### config.mk
export PLATFORM = sky130hd
export DESIGN_NAME = vic_top
export DESIGN_NICKNAME = d
export VERILOG_FILES = /design/src/hdl/vic_pkg.sv /design/src/hdl/vic_modulator.sv /design/src/hdl/vic_top.sv
export SDC_FILE = /design/constraint.sdc
export NUM_CORES = 1
export LEC_CHECK = 0
export BUFFER_PORTS_ARGS = -buffer_cell sky130_fd_sc_hd__buf_4
export CAP_MARGIN = 20
export CORE_MARGIN = 2
export CORE_UTILIZATION = 57
export DETAILED_ROUTE_END_ITERATION = 16
export GPL_TIMING_DRIVEN = 0
export PLACE_DENSITY = 0.82
export SYNTH_ARGS = -nofsm -noshare
export SYNTH_HDL_FRONTEND = slang
export SYNTH_SLANG_ARGS = --single-unit
### constraint.sdc
create_clock -name clock -period 12.4 [get_ports clock]
set_input_delay 1.24 -clock clock [delete_from_list [all_inputs] [get_ports clock]]
set_output_delay 1.24 -clock clock [all_outputs]
set_load 0.005 [all_outputs]
### src/hdl/vic_pkg.sv
// Package for the interpolated oscillator control block: offsets, fields,
// reset values and bus types.
// Assumes a 32-bit AHB-Lite register bus and a single clock domain.
package vic_pkg;

	// ------------------------------------------------------------
	// Register offsets (byte addresses)
	// ------------------------------------------------------------
	localparam logic [7:0] CONTROL_OFFSET = 8'h00;
	localparam logic [7:0] INPUT_OFFSET   = 8'h04;
	localparam logic [7:0] DIVIDER_OFFSET = 8'h08;
	localparam logic [7:0] STATUS_OFFSET  = 8'h0c;

	// ------------------------------------------------------------
	// Field positions and reset values
	// ------------------------------------------------------------
	localparam int          RUN_BIT        = 0;
	localparam int          RES_LSB        = 1;
	localparam int          FIELD_WIDTH    = 16;
	localparam logic [15:0] INPUT_RESET    = 16'h0000;
	localparam logic [15:0] DIVIDER_RESET  = 16'h0001;
	localparam logic [15:0] DIVIDER_ILLEGAL = 16'h0000;
	localparam logic [2:0]  RES_RESET      = 3'h0;
	localparam logic [4:0]  FULL_BITS      = 5'h10;

	// ------------------------------------------------------------
	// Bus transfer codes
	// ------------------------------------------------------------
	localparam logic [1:0] HTRANS_NONSEQ = 2'h2;
	localparam logic [1:0] HTRANS_SEQ    = 2'h3;

	typedef struct packed {
		logic        hsel;
		logic [31:0] haddr;
		logic [1:0]  htrans;
		logic        hwrite;
		logic [2:0]  hsize;
		logic        hready;
		logic [31:0] hwdata;
	} vic_ahb_req_t;

	typedef struct packed {
		logic [31:0] hrdata;
		logic        hreadyout;
		logic        hresp;
	} vic_ahb_rsp_t;

	typedef struct packed {
		logic        run;
		logic [2:0]  resolution;
		logic [15:0] input_value;
		logic [15:0] divider;
	} vic_config_t;

endpackage

### src/hdl/vic_modulator.sv
// Interpolation core: divided-rate tick and first-order sigma-delta
// modulator producing the one-bit oscillator control.
// Assumes configuration from the register bank on the same clock.
`timescale 1ns/1ps
`default_nettype none

module vic_modulator (
	// Clock and reset
	input  wire logic                 clock,
	input  wire logic                 reset,
	// Configuration
	input  wire vic_pkg::vic_config_t cfg,
	// Outputs
	output var  logic                 ctl_out,
	output var  logic                 period_start
);

	logic [15:0] div_count_reg;
	logic [15:0] div_count_next;
	logic [3:0]  step_reg;
	logic [3:0]  step_next;
	logic [15:0] acc_reg;
	logic [15:0] acc_next;
	logic [15:0] held_reg;
	logic [15:0] held_next;
	logic        ctl_reg;
	logic        ctl_next;
	logic        start_reg;
	logic        start_next;
	logic [15:0] div_eff;
	logic [15:0] res_mask;
	logic [15:0] in_trunc;
	logic [3:0]  last_step;
	logic [16:0] sum;
	logic        tick;

	// ------------------------------------------------------------
	// Per-bit mask keeps only the top bits of the input
	// ------------------------------------------------------------
	genvar gi;
	generate
		for (gi = 0; gi < 16; gi++) begin : g_mask
			assign res_mask[gi] = (gi >= int'(cfg.resolution)); // RULE_02
		end
	endgenerate

	always_comb begin
		div_eff   = (cfg.divider == vic_pkg::DIVIDER_ILLEGAL) ?
			vic_pkg::DIVIDER_RESET : cfg.divider; // RULE_07
		in_trunc  = cfg.input_value & res_mask; // RULE_02
		last_step = 4'hf - {1'b0, cfg.resolution}; // RULE_10
		tick      = (div_count_reg >= div_eff - 16'h0001); // RULE_05
		sum       = {1'b0, acc_reg} + {1'b0, held_reg & res_mask}; // RULE_02
		div_count_next = tick ? 16'h0000 : div_count_reg + 16'h0001;
		step_next  = step_reg;
		acc_next   = acc_reg;
		held_next  = held_reg;
		ctl_next   = ctl_reg;
		start_next = 1'b0;
		if (tick) begin
			acc_next = sum[15:0];
			ctl_next = sum[16];
			if (step_reg >= last_step) begin
				step_next  = 4'h0;
				held_next  = in_trunc; // RULE_12
				start_next = 1'b1;
			end else begin
				step_next = step_reg + 4'h1;
			end
		end
		if (!cfg.run) begin // RULE_11
			div_count_next = 16'h0000;
			step_next  = 4'h0;
			acc_next   = 16'h0000;
			held_next  = in_trunc;
			ctl_next   = 1'b0;
			start_next = 1'b0;
		end
	end

	always_ff @(posedge clock) begin
		if (reset) begin
			div_count_reg <= 16'h0000;
			step_reg      <= 4'h0;
			acc_reg       <= 16'h0000;
			held_reg      <= vic_pkg::INPUT_RESET;
			ctl_reg       <= 1'b0;
			start_reg     <= 1'b0;
		end else begin
			div_count_reg <= div_count_next;
			step_reg      <= step_next;
			acc_reg       <= acc_next;
			held_reg      <= held_next;
			ctl_reg       <= ctl_next;
			start_reg     <= start_next;
		end
	end

	assign ctl_out      = ctl_reg;
	assign period_start = start_reg;

endmodule

`default_nettype wire

### src/hdl/vic_top.sv
// Register bank and AHB-Lite slave of the interpolated oscillator control.
// Assumes a single AHB-Lite master on the same 10 MHz clock.
//
// Functional notes
// RULE_01: Input register writes take effect only while run is set.
// RULE_02: Reduced resolutions use the top bits of the input value.
// RULE_03: Bits 31-16 of input and divider read zero, writes ignored.
// RULE_04: Input register is 16-bit read/write, reset zero.
// RULE_05: Interpolation rate is the module clock divided by the divider.
// RULE_06: Software sets divider to rounded module clock over wanted rate.
// RULE_07: Divider resets to 1; a written 0 acts as 1.
// RULE_08: Divider writes only while run is clear; otherwise ignored.
// RULE_09: Divider field is bits 15-0, read/write, up to ffff.
// RULE_10: Resolution code 0 is 16 bits, each step one bit less, 7 is 9.
// RULE_11: Run clear holds interpolation in reset and drives output low.
// RULE_12: New input values apply at the next interpolation period boundary.
//
// The AHB-Lite register port and the register addresses were left to the implementer.
`timescale 1ns/1ps
`default_nettype none

module vic_top (
	// Clock and reset
	input  wire logic                  clock,
	input  wire logic                  reset,
	// AHB-Lite slave
	input  wire vic_pkg::vic_ahb_req_t ahb_req,
	output var  vic_pkg::vic_ahb_rsp_t ahb_rsp,
	// Oscillator control
	output var  logic                  oscillator_control_out
);

	logic        run_reg;
	logic        run_next;
	logic [2:0]  res_reg;
	logic [2:0]  res_next;
	logic [15:0] input_value_field_reg;
	logic [15:0] input_value_field_next;
	logic [15:0] divider_field_reg;
	logic [15:0] divider_field_next;
	logic        wr_pend_reg;
	logic        wr_pend_next;
	logic [7:0]  addr_reg;
	logic [7:0]  addr_next;
	logic [31:0] rdata_reg;
	logic [31:0] rdata_next;
	logic        out_reg;
	logic        out_next;
	logic        period_seen_reg;
	logic        period_seen_next;
	logic        addr_phase;
	logic        core_out;
	logic        core_start;
	logic [31:0] wdata;
	vic_pkg::vic_config_t cfg;

	// ------------------------------------------------------------
	// Bus decode
	// ------------------------------------------------------------
	assign addr_phase = ahb_req.hsel && ahb_req.hready &&
		(ahb_req.htrans == vic_pkg::HTRANS_NONSEQ ||
		 ahb_req.htrans == vic_pkg::HTRANS_SEQ);
	assign wdata = ahb_req.hwdata;

	always_comb begin
		wr_pend_next = addr_phase && ahb_req.hwrite;
		addr_next    = addr_phase ? ahb_req.haddr[7:0] : addr_reg;
		run_next     = run_reg;
		res_next     = res_reg;
		input_value_field_next = input_value_field_reg;
		divider_field_next     = divider_field_reg;
		if (wr_pend_reg) begin
			case (addr_reg)
			vic_pkg::CONTROL_OFFSET: begin
				run_next = wdata[vic_pkg::RUN_BIT];
				if (!run_reg) begin
					res_next = wdata[vic_pkg::RES_LSB +: 3]; // RULE_10
				end
			end
			vic_pkg::INPUT_OFFSET: begin
				if (run_reg) begin
					input_value_field_next = wdata[15:0]; // RULE_01 RULE_04
				end
			end
			vic_pkg::DIVIDER_OFFSET: begin
				if (!run_reg) begin
					divider_field_next = wdata[15:0]; // RULE_08 RULE_09
				end
			end
			default: begin
			end
			endcase
		end
	end

	// ------------------------------------------------------------
	// Read data, registered in the address phase
	// ------------------------------------------------------------
	always_comb begin
		rdata_next = 32'h0000_0000;
		if (addr_phase && !ahb_req.hwrite) begin
			case (ahb_req.haddr[7:0])
			vic_pkg::CONTROL_OFFSET:
				rdata_next = {28'h0000000, res_reg, run_reg};
			vic_pkg::INPUT_OFFSET:
				rdata_next = {16'h0000, input_value_field_reg}; // RULE_03
			vic_pkg::DIVIDER_OFFSET:
				rdata_next = {16'h0000, divider_field_reg}; // RULE_03
			vic_pkg::STATUS_OFFSET:
				rdata_next = {30'h00000000, period_seen_reg, out_reg};
			default:
				rdata_next = 32'h0000_0000;
			endcase
		end
	end

	// ------------------------------------------------------------
	// Status: period boundary seen, cleared when run is dropped
	// ------------------------------------------------------------
	always_comb begin
		out_next = core_out;
		period_seen_next = period_seen_reg;
		if (core_start) begin
			period_seen_next = 1'b1;
		end else if (!run_reg) begin
			period_seen_next = 1'b0;
		end
	end

	always_ff @(posedge clock) begin
		if (reset) begin
			run_reg               <= 1'b0;
			res_reg               <= vic_pkg::RES_RESET;
			input_value_field_reg <= vic_pkg::INPUT_RESET; // RULE_04
			divider_field_reg     <= vic_pkg::DIVIDER_RESET; // RULE_07
			wr_pend_reg           <= 1'b0;
			addr_reg              <= 8'h00;
			rdata_reg             <= 32'h0000_0000;
			out_reg               <= 1'b0;
			period_seen_reg       <= 1'b0;
		end else begin
			run_reg               <= run_next;
			res_reg               <= res_next;
			input_value_field_reg <= input_value_field_next;
			divider_field_reg     <= divider_field_next;
			wr_pend_reg           <= wr_pend_next;
			addr_reg              <= addr_next;
			rdata_reg             <= rdata_next;
			out_reg               <= out_next;
			period_seen_reg       <= period_seen_next;
		end
	end

	// ------------------------------------------------------------
	// Interpolation core
	// ------------------------------------------------------------
	assign cfg.run         = run_reg;
	assign cfg.resolution  = res_reg;
	assign cfg.input_value = input_value_field_reg;
	assign cfg.divider     = divider_field_reg;

	vic_modulator u_mod (
		.clock        (clock),
		.reset        (reset),
		.cfg          (cfg),
		.ctl_out      (core_out),
		.period_start (core_start)
	);

	assign ahb_rsp.hrdata    = rdata_reg;
	assign ahb_rsp.hreadyout = 1'b1;
	assign ahb_rsp.hresp     = 1'b0;
	assign oscillator_control_out = out_reg;

endmodule

`default_nettype wire

==> impl_metrics.csv <==
group,metric,value,unit
clocking,cts_root_buffer,"clkbuf_8",
clocking,clk_latency,530,ps
place,post_dp_cell_area,6440,sq um
die,die-area,11100,sq um
timing,totalNegativeSetupSlack,0,ps
pwr,powerDensity,124,nW/um^2
layout,num-nets-final,882,
yosys,ys.flop_type,"dfxtp_1",
route,firstDrtPassIters,5,
timing,whs,450,ps
timing,fin_skew,7.53,ps
yosys,synth_area_leaders,"dfxtp_1 40%, ha_1 8.1%, mux2i_1 6.3%",
worst_setup_path,worstPathArrival,5080,ps
yosys,ys_warn_count,0,
timing,slew_headroom,53.8,%
timing,rsz0062_at_grt,"false",
route,vias,5073,
timing,fin_crit_sh,37.4,%
timing,fmax,0.215,GHz
place,io_buffers,44,
worst_setup_path,critPathLaunchType,"flip-flop",
layout,mostFrequentLayoutCells,"117 x dfxtp_1, 91 x nor2_1, 84 x nand2_1",
place,gp_congestion,0.932,
grt,antenna_found_initial,0,
die,core-area,10200,sq um
die,rows,37,
route,ant_nets,0,
die,die_h,106,um
worst_setup_path,worstSetupPathType,"reg -> reg",
clocking,cts-resized-gates,0,
yosys,syn_area_per_cell,8.52,sq um
layout,area.growth.synth_to_final,19.1,%
die,start_util,57.7,%
timing,post-route-min-period,4640,ps
timing,drv_slew,0,
die,ios,109,
route,drc_errors,0,
route,wl_per_cell,15.0,um
clocking,clk_pin_slew,60,ps
hold_path,hp-class,"reg -> reg",
pwr,p_leak,2.74,nW
worst_setup_path,critPathCaptureType,"flip-flop",
layout,layout_commonest_cell,"dfxtp_1",
route,drt_iter0_drc,407,
status,status,"completed",
clocking,post_cts_buffers,0,
place,place.detailed.hpwl,10.1,mm
clocking,clock-sinks,117,
timing,hold_violations,0,
layout,fill_cells,796,
grt,grt_pass1_vias,4823,
grt,overflow,0,
yosys,synthDominantCellAreaShare,39.8,%
layout,drive_gt1_share,13.6,%
layout,antenna_cells,0,
clocking,cts-htree-levels,4,
yosys,yosys.cell_types.count,51,
timing,worst_pin_slew,689,ps
pwr,total_power,0.872,mW
worst_setup_path,worst-path-max-fanout,10,
clocking,cts_buffers,17,
grt,grt_pass1_wl,22.9,mm
die,die_w,106,um
yosys,synth_edf_count,0,
layout,finalInstanceArea,7000,sq um
worst_setup_path,critPathRequiredTime,12840,ps
pwr,ir_worst_vdd,0.101,mV
yosys,syn-cell-area,5880,sq um
yosys,ys_seq_elements,117,
layout,fin_util,68.8,%
timing,timing.final.setup_violations,0,
yosys,syn-instance-count,690,
grt,grt_max_degree,17,
clocking,cts_hold_buf,0,
clocking,clockBufferDepth,2,
yosys,synth_async_sr_flop_share,0,%
grt,grt_use_total,26.0,%
job,maxCapViolations,0,
yosys,synth.yosys.seq_area_share,39.8,%
yosys,synth_top_cell_by_area,"dfxtp_1",
route,routed_wl,13.8,mm
clocking,cts_tree,"yes",
route,routed_via_density,5.53,
-- power breakdown --
part           leakage, nW  switching (mW)  internal, mW
Sequential           0.943        0.000996         0.377
Clock                0.279           0.167         0.298
Combinational         1.52          0.0155        0.0132
Total                 2.74           0.183         0.688
-- layer usage --
metal  wire length [um]  track usage, %
met1               5960            32.6
met2               6710            42.8
met3                805            8.16
met4                278            8.18
met5                  0               0
-- critical path, stage by stage (launching register included) --
cell and delay, ps:
dfxtp_1 390, or4_4 580, or3_4 380, nor2_4 110
nand3_1 120, nor2_1 140, nor2_1 70, ha_1 230
nand2_1 170, nor2_1 80, xnor2_1 130, ha_1 310
a21oi_1 150, a21boi_0 130, o31ai_1 340, and3_1 200
buf_2 220, o21a_1 290, buf_2 260, nand2_1 90
a21oi_1 160
-- stage by stage --
step	setup WS, ps	cells
final	7760	917
after global routing	7380	917
after CTS	7770	917
after detailed placement	7840	886
after global placement	7980	886
after floorplan	8500	706
-- cell usage after synthesis, drive strengths merged, types with 16 or more instances --
library cell,number
a21oi,59
buf,28
clkbuf,19
dfxtp,117
ha,38
inv,16
mux2i,37
nand2,84
nand3,30
nor2,93
o21ai,19
xnor2,21
xor2,16
-- path summary, 6_finish.rpt --
check             slack, ps                 start                 end  cells past startpoint
setup / recovery       7760  divider_field_reg[6]  u_mod.held_reg[12]                     20
hold / removal          450     u_mod.held_reg[3]   u_mod.held_reg[3]                      2
setup reg to reg       7760  divider_field_reg[6]  u_mod.held_reg[12]                     20
hold reg to reg         450     u_mod.held_reg[3]   u_mod.held_reg[3]                      2
-- area by class of cell --
type	instances	area [sq um]	share of cell area [%]
inverter	16	60.1	0.857
clock buffer	21	459	6.56
multi-input combinational	526	3280	46.9
sequential	117	2340	33.4
tap	136	170	2.43
clock inverter	10	105	1.50
buffer	47	255	3.64
timing repair buffer	44	330	4.72
-- cell families (layout without fill, tap and decap cells) --
kind of cell               Yosys count  after routing  share of synthesized area [%]
and+or+nand+nor                    271            271                           21.2
AOI/OAI and AO/OA                  122            122                           12.4
DFF                                117            117                           39.8
buffers and inverters               63            138                           5.36
adders and majority gates           39             39                           8.43
muxes                               39             39                           7.07
xor gates and xnor gates            37             37                           5.51
other                                2             18                          0.128
Note: power is estimated with default switching activity, not from simulation.
